File: src/rtl/psrt_pkg.sv
// Shared constants for the potentiometer store, restore and tolerance command block
package psrt_pkg;

    // ---------------------------------------------------------------
    // Widths
    // ---------------------------------------------------------------
    localparam int WIPER_W = 6;
    localparam int PTR_W = 5;
    localparam int CMD_W = 3;
    localparam int DEV_ADDR_W = 7;

    // ---------------------------------------------------------------
    // Instruction byte command codes (top three bits)
    // ---------------------------------------------------------------
    localparam logic [CMD_W-1:0] CMD_WIPER = 3'h0;
    localparam logic [CMD_W-1:0] CMD_EEPROM = 3'h1;
    localparam logic [CMD_W-1:0] CMD_PROTECT = 3'h2;
    localparam logic [CMD_W-1:0] CMD_NOP = 3'h4;
    localparam logic [CMD_W-1:0] CMD_RESTORE = 3'h5;
    localparam logic [CMD_W-1:0] CMD_STORE = 3'h6;

    // ---------------------------------------------------------------
    // Memory pointer addresses
    // ---------------------------------------------------------------
    localparam logic [PTR_W-1:0] STORE_ADDR = 5'h00;
    localparam logic [PTR_W-1:0] TOL_SIGN_INT_ADDR = 5'h1e;
    localparam logic [PTR_W-1:0] TOL_FRACTION_ADDR = 5'h1f;
    localparam logic [PTR_W-1:0] PTR_STEP = 5'h01;

    // ---------------------------------------------------------------
    // Bus address decode from the two select pins
    // ---------------------------------------------------------------
    localparam logic [DEV_ADDR_W-1:0] DEV_ADDR_LOW_BASE = 7'h18;
    localparam logic [DEV_ADDR_W-1:0] DEV_ADDR_HIGH_BASE = 7'h4c;
    localparam logic [DEV_ADDR_W-1:0] DEV_ADDR_SEL_HIGH = 7'h02;

    // ---------------------------------------------------------------
    // Bit counting and reset settling
    // ---------------------------------------------------------------
    localparam logic [3:0] BYTE_BITS = 4'h8;
    localparam logic [3:0] BIT_STEP = 4'h1;
    localparam logic [3:0] BIT_ZERO = 4'h0;
    localparam logic [2:0] STRAP_SETTLE = 3'h5;
    localparam logic [2:0] STRAP_STEP = 3'h1;
    localparam logic [7:0] BYTE_ZERO = 8'h00;

    // ---------------------------------------------------------------
    // Bus engine states
    // ---------------------------------------------------------------
    typedef enum logic [3:0] {
        ST_IDLE = 4'h0,
        ST_ADDR = 4'h1,
        ST_ADDR_ACK = 4'h2,
        ST_INSTR = 4'h3,
        ST_INSTR_ACK = 4'h4,
        ST_WDATA = 4'h5,
        ST_WDATA_ACK = 4'h6,
        ST_RDATA = 4'h7,
        ST_RACK = 4'h8,
        ST_WAIT = 4'h9
    } psrt_state_e;

endpackage : psrt_pkg

File: src/rtl/psrt_core.sv
// Bus command engine for wiper store, restore, idle and tolerance readback
`timescale 1ns/1ps
//
// Contract
// RL1: Address-write plus instruction 110 with no data byte, then stop, copies wiper to store.
// RL2: Address-write plus instruction 101 with no data byte, then stop, loads store into wiper.
// RL3: The master should follow every restore with a no-operation instruction.
// RL4: After restore the memory-read power state holds until instruction 100 returns to idle.
// RL5: Tolerance bytes are read-only at pointer 11110 (sign and integer) and 11111 (fraction).
// RL6: One tolerance byte is read after a pointer write, repeated start, read, no-ack and stop.
// RL7: After an acknowledged first tolerance byte the pointer advances to 11111 for the next.
// RL8: The first tolerance byte carries the sign in its top bit and integer percent below.
// RL9: The second tolerance byte carries the fraction in units of two to the minus eighth.
// RL10: Tolerance bytes are factory fixed, readable at any time and never altered here.
// RL11: Select pins are sampled once after power-up into the bus address, the only one answered.
// RL12: With write protect active a store is acknowledged but the store is left unchanged.
module psrt_core (
    // Clock and reset
    input wire logic clock,
    input wire logic rst_b,
    // Bus pins, open drain data
    input wire logic sclPin,
    input wire logic sdaPin,
    output logic sdaOut,
    output logic sdaOe,
    // Address select straps
    input wire logic addressSelectLow,
    input wire logic addressSelectHigh,
    // Wiper and nonvolatile store
    input wire logic [psrt_pkg::WIPER_W-1:0] wiperSettingRegister,
    input wire logic [psrt_pkg::WIPER_W-1:0] nonvolatileStore,
    input wire logic writeProtect,
    output logic storeStrobe,
    output logic [psrt_pkg::WIPER_W-1:0] storeData,
    output logic restoreStrobe,
    output logic [psrt_pkg::WIPER_W-1:0] restoreData,
    output logic memReadPower,
    // Factory tolerance bytes
    input wire logic [7:0] toleranceSignInteger,
    input wire logic [7:0] toleranceFraction,
    // Status
    output logic [psrt_pkg::DEV_ADDR_W-1:0] deviceAddress,
    output logic addressReady
);
    import psrt_pkg::*;

    // ---------------------------------------------------------------
    // Helpers
    // ---------------------------------------------------------------
    // Bus address from the two select pins
    function automatic logic [DEV_ADDR_W-1:0] addrDecode(input logic selLow,
                                                         input logic selHigh);
        logic [DEV_ADDR_W-1:0] base;
        base = selLow ? DEV_ADDR_HIGH_BASE : DEV_ADDR_LOW_BASE;
        return selHigh ? (base | DEV_ADDR_SEL_HIGH) : base;
    endfunction : addrDecode

    // Byte returned for a read at the current command and pointer
    function automatic logic [7:0] readByte(input logic [CMD_W-1:0] cmdSel,
                                            input logic [PTR_W-1:0] ptrSel,
                                            input logic [WIPER_W-1:0] wiper,
                                            input logic [WIPER_W-1:0] stored,
                                            input logic [7:0] tolSi,
                                            input logic [7:0] tolFr);
        logic [7:0] value;
        value = BYTE_ZERO;
        if (cmdSel == CMD_WIPER) begin
            value = 8'(wiper);
        end else if (cmdSel == CMD_EEPROM) begin
            if (ptrSel == TOL_SIGN_INT_ADDR) begin
                value = tolSi; // see RL5 see RL8
            end else if (ptrSel == TOL_FRACTION_ADDR) begin
                value = tolFr; // see RL5 see RL9
            end else if (ptrSel == STORE_ADDR) begin
                value = 8'(stored);
            end
        end
        return value;
    endfunction : readByte

    // ---------------------------------------------------------------
    // Pin conditioning
    // ---------------------------------------------------------------
    logic scl;
    logic sda;
    logic selLowLvl;
    logic selHighLvl;
    logic sclPrev;
    logic sdaPrev;

    psrt_pin_sync #(.RESET_LEVEL(1'b1)) sclSync (
        .clock(clock), .rst_b(rst_b), .pinIn(sclPin), .level(scl));
    psrt_pin_sync #(.RESET_LEVEL(1'b1)) sdaSync (
        .clock(clock), .rst_b(rst_b), .pinIn(sdaPin), .level(sda));
    psrt_pin_sync #(.RESET_LEVEL(1'b0)) lowSync (
        .clock(clock), .rst_b(rst_b), .pinIn(addressSelectLow), .level(selLowLvl));
    psrt_pin_sync #(.RESET_LEVEL(1'b0)) highSync (
        .clock(clock), .rst_b(rst_b), .pinIn(addressSelectHigh), .level(selHighLvl));

    // Previous levels for edge and condition detection
    always_ff @(posedge clock or negedge rst_b) begin
        if (!rst_b) begin
            sclPrev <= 1'b1;
            sdaPrev <= 1'b1;
        end else begin
            sclPrev <= scl;
            sdaPrev <= sda;
        end
    end

    logic sclRise;
    logic sclFall;
    logic startCond;
    logic stopCond;
    assign sclRise = scl & ~sclPrev;
    assign sclFall = ~scl & sclPrev;
    assign startCond = scl & sclPrev & sdaPrev & ~sda;
    assign stopCond = scl & sclPrev & ~sdaPrev & sda;

    // ---------------------------------------------------------------
    // Strap capture
    // ---------------------------------------------------------------
    logic [2:0] strapCnt;

    // Wait for the strap synchronisers to settle, then latch once only
    always_ff @(posedge clock or negedge rst_b) begin
        if (!rst_b) begin
            strapCnt <= '0;
            addressReady <= 1'b0;
            deviceAddress <= '0;
        end else if (!addressReady) begin
            if (strapCnt == STRAP_SETTLE) begin
                addressReady <= 1'b1; // see RL11
                deviceAddress <= addrDecode(selLowLvl, selHighLvl); // see RL11
            end else begin
                strapCnt <= strapCnt + STRAP_STEP;
            end
        end
    end

    // ---------------------------------------------------------------
    // Bus engine
    // ---------------------------------------------------------------
    psrt_state_e state;
    logic [3:0] bitCnt;
    logic [7:0] shiftReg;
    logic [7:0] txByte;
    logic [CMD_W-1:0] cmd;
    logic [PTR_W-1:0] pointer;
    logic readDir;
    logic instrValid;
    logic dataSeen;
    logic byteDone;
    logic [7:0] nextByte;

    assign byteDone = sclFall && (bitCnt == BYTE_BITS);
    // Byte to send next; on a follow-on byte the pointer has already moved
    assign nextByte = readByte(cmd, pointer, wiperSettingRegister, nonvolatileStore,
                               toleranceSignInteger, toleranceFraction); // see RL10
    assign sdaOut = 1'b0; // Open drain: only ever pulls low

    // Frame handling; start and stop override any state so a lost bit resyncs
    always_ff @(posedge clock or negedge rst_b) begin
        if (!rst_b) begin
            state <= ST_IDLE;
            bitCnt <= '0;
            shiftReg <= '0;
            txByte <= '0;
            cmd <= CMD_WIPER;
            pointer <= '0;
            readDir <= 1'b0;
            instrValid <= 1'b0;
            dataSeen <= 1'b0;
            sdaOe <= 1'b0;
        end else if (stopCond) begin
            state <= ST_IDLE;
            sdaOe <= 1'b0;
        end else if (startCond) begin
            // Repeated start keeps the pointer but cancels pending commands
            state <= addressReady ? ST_ADDR : ST_IDLE; // see RL11
            bitCnt <= BIT_ZERO;
            instrValid <= 1'b0;
            dataSeen <= 1'b0;
            sdaOe <= 1'b0;
        end else begin
            unique case (state)
                ST_IDLE, ST_WAIT: begin
                    sdaOe <= 1'b0;
                end
                ST_ADDR, ST_INSTR, ST_WDATA: begin
                    if (sclRise) begin
                        shiftReg <= {shiftReg[6:0], sda};
                        bitCnt <= bitCnt + BIT_STEP;
                    end else if (byteDone) begin
                        sdaOe <= 1'b1;
                        if (state == ST_ADDR) begin
                            if (shiftReg[7:1] == deviceAddress) begin
                                readDir <= shiftReg[0]; // see RL11
                                state <= ST_ADDR_ACK;
                            end else begin
                                sdaOe <= 1'b0;
                                state <= ST_WAIT; // see RL11
                            end
                        end else if (state == ST_INSTR) begin
                            cmd <= shiftReg[7:5];
                            pointer <= shiftReg[4:0]; // see RL6
                            instrValid <= 1'b1; // see RL1 see RL2
                            state <= ST_INSTR_ACK;
                        end else begin
                            // Data bytes belong to the write path elsewhere
                            dataSeen <= 1'b1; // see RL1 see RL2
                            state <= ST_WDATA_ACK;
                        end
                    end
                end
                ST_ADDR_ACK, ST_INSTR_ACK, ST_WDATA_ACK: begin
                    if (sclFall) begin
                        bitCnt <= BIT_ZERO;
                        if (state == ST_ADDR_ACK && readDir) begin
                            txByte <= nextByte; // see RL10
                            sdaOe <= ~nextByte[7];
                            state <= ST_RDATA; // see RL6
                        end else begin
                            sdaOe <= 1'b0;
                            state <= (state == ST_ADDR_ACK) ? ST_INSTR : ST_WDATA;
                        end
                    end
                end
                ST_RDATA: begin
                    if (sclRise) begin
                        bitCnt <= bitCnt + BIT_STEP;
                    end else if (byteDone) begin
                        sdaOe <= 1'b0;
                        state <= ST_RACK;
                    end else if (sclFall) begin
                        sdaOe <= ~txByte[3'(BYTE_BITS - BIT_STEP - bitCnt)];
                    end
                end
                ST_RACK: begin
                    if (sclRise) begin
                        if (sda) begin
                            state <= ST_WAIT; // see RL6
                        end else begin
                            pointer <= pointer + PTR_STEP; // see RL7
                        end
                    end else if (sclFall) begin
                        bitCnt <= BIT_ZERO;
                        txByte <= nextByte; // see RL7
                        sdaOe <= ~nextByte[7];
                        state <= ST_RDATA;
                    end
                end
                default: begin
                    state <= ST_IDLE;
                    sdaOe <= 1'b0;
                end
            endcase
        end
    end

    // ---------------------------------------------------------------
    // Command execution
    // ---------------------------------------------------------------
    // Store and restore fire at stop only when no data byte followed the instruction
    always_ff @(posedge clock or negedge rst_b) begin
        if (!rst_b) begin
            storeStrobe <= 1'b0;
            storeData <= '0;
            restoreStrobe <= 1'b0;
            restoreData <= '0;
            memReadPower <= 1'b0;
        end else begin
            storeStrobe <= 1'b0;
            restoreStrobe <= 1'b0;
            if (stopCond && instrValid && !dataSeen) begin
                if (cmd == CMD_STORE && !writeProtect) begin
                    storeStrobe <= 1'b1; // see RL1 see RL12
                    storeData <= wiperSettingRegister; // see RL1
                end else if (cmd == CMD_RESTORE) begin
                    restoreStrobe <= 1'b1; // see RL2
                    restoreData <= nonvolatileStore; // see RL2
                    memReadPower <= 1'b1; // see RL4
                end
            end
            // Higher power state is left only on an explicit no-operation
            if (state == ST_INSTR && byteDone && shiftReg[7:5] == CMD_NOP) begin
                memReadPower <= 1'b0; // see RL4 see RL3
            end
        end
    end

endmodule : psrt_core

File: src/rtl/psrt_pin_sync.sv
// Three-stage pin synchroniser with agreement filter
`timescale 1ns/1ps
module psrt_pin_sync #(
    parameter logic RESET_LEVEL = 1'b1
) (
    // Clock and reset
    input wire logic clock,
    input wire logic rst_b,
    // Pin and clean level
    input wire logic pinIn,
    output logic level
);

    logic stage1;
    logic stage2;
    logic stage3;

    // Chain; stage1 feeds only stage2 to keep metastability contained
    always_ff @(posedge clock or negedge rst_b) begin
        if (!rst_b) begin
            stage1 <= RESET_LEVEL;
            stage2 <= RESET_LEVEL;
            stage3 <= RESET_LEVEL;
        end else begin
            stage1 <= pinIn;
            stage2 <= stage1;
            stage3 <= stage2;
        end
    end

    // A change counts only once the two settled stages agree
    always_ff @(posedge clock or negedge rst_b) begin
        if (!rst_b) begin
            level <= RESET_LEVEL;
        end else if (stage2 == stage3) begin
            level <= stage3;
        end
    end

endmodule : psrt_pin_sync

File: config.mk
export PLATFORM = sky130hd
export DESIGN_NAME = psrt_core
export DESIGN_NICKNAME = d
export VERILOG_FILES = /design/src/rtl/psrt_pkg.sv /design/src/rtl/psrt_core.sv /design/src/rtl/psrt_pin_sync.sv
export SDC_FILE = /design/constraint.sdc
export NUM_CORES = 1
export LEC_CHECK = 0
export ABC_AREA = 1
export CAP_MARGIN = 20
export CORE_ASPECT_RATIO = 0.7
export CORE_MARGIN = 2
export CORE_UTILIZATION = 52
export DETAILED_ROUTE_END_ITERATION = 8
export DONT_BUFFER_PORTS = 1
export GPL_TIMING_DRIVEN = 0
export PLACE_DENSITY_LB_ADDON = 0.25
export RECOVER_POWER = 25
export SLEW_MARGIN = 5
export SYNTH_ARGS = -nofsm -noshare
export SYNTH_HDL_FRONTEND = slang
export SYNTH_HIERARCHICAL = 1
export SYNTH_SLANG_ARGS = --single-unit
File: constraint.sdc
create_clock -name clock -period 1.7 [get_ports clock]
set_clock_uncertainty 0.15 [all_clocks]
set_input_delay 0.085 -clock clock [delete_from_list [all_inputs] [get_ports clock]]
set_output_delay 0.085 -clock clock [all_outputs]
set_load 0.05 [all_outputs]
==> impl_metrics.py <==
metrics = {
    "run_status": {
        "status": "finished with violations",
        "violations": "hold timing, setup timing",
    },
    "timing": {
        "hold_violations": 77,
        "period_minus_slack_ns": 1.98,
        "fin_crit_sh_pct": 116,
        "setup_slack_ns": -0.279,
        "setup_viol": 51,
        "drv_slew": 0,
        "maxSlewHeadroom_pct": 63.7,
        "rsz0062_at_grt": "yes",
        "fmax_mhz": 505,
        "worst_pin_slew_ns": 0.544,
        "hold_slack_ns": -0.742,
    },
    "routing": {
        "antenna_left": 0,
        "wl_met1_um": 4600,
        "drc_errors": 0,
        "top_layer_used": "met4",
        "drtIter0Drc": 429,
        "dr_wl_met2_um": 5060,
        "route.met3.wl_um": 822,
        "vias_per_cell": 5.43,
        "drt_wl_total_um": 10700,
        "vias": 3789,
        "first_pass_iters": 6,
        "post_drt_wl_per_cell_um": 15.3,
    },
    "grt": {
        "antenna_found_initial": 0,
        "grtUsageTotal_pct": 25.6,
        "grt_max_degree": 78,
        "grt_pass1_wl_um": 16800,
        "grt_pass1_vias": 3564,
        "overflow": 0,
    },
    "hold_path": {
        "hold_path_class": "in -> async",
    },
    "synth": {
        "syn_inst": 508,
        "postSynthAreaPerCell_um2": 7.88,
        "yosysWarnings": 6,
        "synth_area_um2": 4000,
        "yosys_register_bits": 77,
        "seq_area_frac_synth_pct": 48.5,
        "synth_cell_type_count": 33,
    },
    "clock_tree": {
        "cts_root_buf": "clkbuf_8",
        "cts_tree": "done",
        "ctsHoldBuffers": 33,
        "cts.path.max_buffers": 2,
        "clock_sinks": 77,
        "h-tree-depth": 3,
        "cts-buffers-inserted": 9,
        "clkSlewWorstSetupHoldPaths_ns": 0.09,
        "insertion_delay_ns": 0.36,
    },
    "setup_path": {
        "reg2reg_depth": 10,
        "crit_required_ns": 1.84,
        "critical_path.endpoint_type": "flip-flop",
        "setup.worst_path.class": "reg -> reg",
        "reg2reg_slack_ns": -0.28,
        "cp-start-kind": "flip-flop",
        "cp_max_fo": 4,
        "cp.arrival_ns": 2.12,
    },
    "final_layout": {
        "drive_gt1_share_pct": 26.0,
        "postLayoutCoreUtil_pct": 72.5,
        "synthToLayoutAreaGrowth_pct": 33.7,
        "fin_nets": 641,
        "multi_input_area_um2": 2030,
        "final_cells": 698,
        "seqCellArea_um2": 1940,
        "diodes": 0,
        "final_common_cell": "nand2_1",
        "n_fill_cell": 533,
        "final_cell_mix": "138 x nand2_1, 63 x dfrtp_1, 56 x inv_1",
    },
    "die": {
        "dieWidth_um": 109,
        "core_region_area_um2": 7380,
        "dieArea_um2": 8430,
        "num_rows": 26,
        "start_util_pct": 54.2,
        "pin_count": 60,
        "chipHeight_um": 77.4,
    },
    "power": {
        "vdd_drop_max_uv": 887,
        "total_power_mw": 5.71,
        "pwr_density_cell_nw_per_um2": 1070,
        "p_leak_nw": 2.54,
    },
    "placement": {
        "io_buffer_count": 0,
        "place_congestion": 0.887,
        "place_inst": 608,
        "post-dp-hpwl_um": 6520,
        "post-place-ws_ns": -0.451,
    },
    "run": {
        "drv_cap": 0,
    },
}
cells in the mapped netlist (all sizes together):
| cell type | n | area, um2 |
|---|---|---|
| a2bb2oi | 1 | 8.76 |
| nor3 | 11 | 66.3 |
| o22ai | 6 | 37.5 |
| or2 | 1 | 6.26 |
| dfrtp | 67 | 1680 |
| nor2 | 50 | 218 |
| nand3 | 30 | 160 |
| buf | 8 | 62.6 |
| clkbuf | 5 | 18.8 |
| xnor2 | 2 | 17.5 |
| conb | 1 | 3.75 |
| nand4 | 9 | 62.6 |
| o211ai | 2 | 15.0 |
| xor2 | 3 | 26.3 |
| nor4 | 2 | 12.5 |
| inv | 65 | 244 |
| o21a | 2 | 15.0 |
| a21oi | 16 | 80.1 |
| ha | 11 | 138 |
| o21ai | 56 | 303 |
| nand2 | 150 | 568 |
| dfstp | 10 | 263 |
logic make-up (layout without fill, tap and decap cells):
| kind of cell | after synthesis | after routing | share of synthesized area, % |
|---|---|---|---|
| other cells | 1 | 3 | 0.0937 |
| xor+xnor | 5 | 5 | 1.09 |
| flops | 77 | 77 | 48.5 |
| fa+ha+maj | 11 | 11 | 3.44 |
| simple gates | 253 | 253 | 27.3 |
| buf+inv | 78 | 168 | 8.13 |
| compound gates | 83 | 83 | 11.5 |
layout make-up:
cell class / count / area share, %
Buffer: 13 / 2.45
Tap cell: 98 / 2.29
Multi-Input combinational cell: 355 / 37.9
Timing Repair Buffer: 74 / 12.8
Clock inverter: 5 / 0.771
Clock buffer: 11 / 2.83
Sequential cell: 77 / 36.3
Inverter: 65 / 4.65
state kept, by name, summed over array words and instances (netlist names), 3 cells and up:
register and cells:
cmd 3, strapCnt 3, storeData 6, pointer 5, txByte 8, shiftReg 8, bitCnt 4, restoreData 6
state 4, deviceAddress 4
worst paths after layout:
kind,from,endpoint
max in group asynchronous,rst_b,sclSync/level
worst max-delay path,sclPrev,state[0]
worst min-delay path,rst_b,restoreData[4]
min in group clock,sclPin,sclSync/stage1
worst min register to register,sclSync/stage1,sclSync/stage2
worst max register to register,sclPrev,state[0]
through the flow:
step / area (um2) / TNS, ns
2_1_floorplan: 4060 / -2.14
3_3_place_gp: 4190 / -12.15
3_5_place_dp: 4190 / -13.12
4_1_cts: 5030 / -9.00
5_1_grt: 5350 / -13.25
6_report: 5350 / -8.66
worst max-delay path: stages (launching register included):
cell      delay, ns
dfstp_2        0.57
inv_2          0.06
ha_4           0.16
clkbuf_8       0.14
inv_4          0.06
nor2_1         0.05
o211ai_1       0.27
nand2_1        0.15
nor2_4         0.16
nand3_2        0.08
nand2_2        0.07
power by group:
group,internal [mW],leakage [nW],switching (mW)
Clock,0.622,0.0926,0.716
Combinational,0.809,1.52,1.24
Sequential,2.06,0.925,0.272
per-layer routing:
metal	up-vias	GRT usage, %
li1	1803	-
met3	26	7.48
met4	0	6.15
met1	1797	34.5
met2	163	40.6
met5	-	0
repair_timing:
item,in CTS,in global routing
setup buffers,24,13
pin swaps,14,21
gates cloned,2,2
gates resized for setup,36,63
endpoints found under the setup margin,51,54
endpoints found under the hold margin,102,77
No activity file was read; power rests on OpenSTA's default activity.
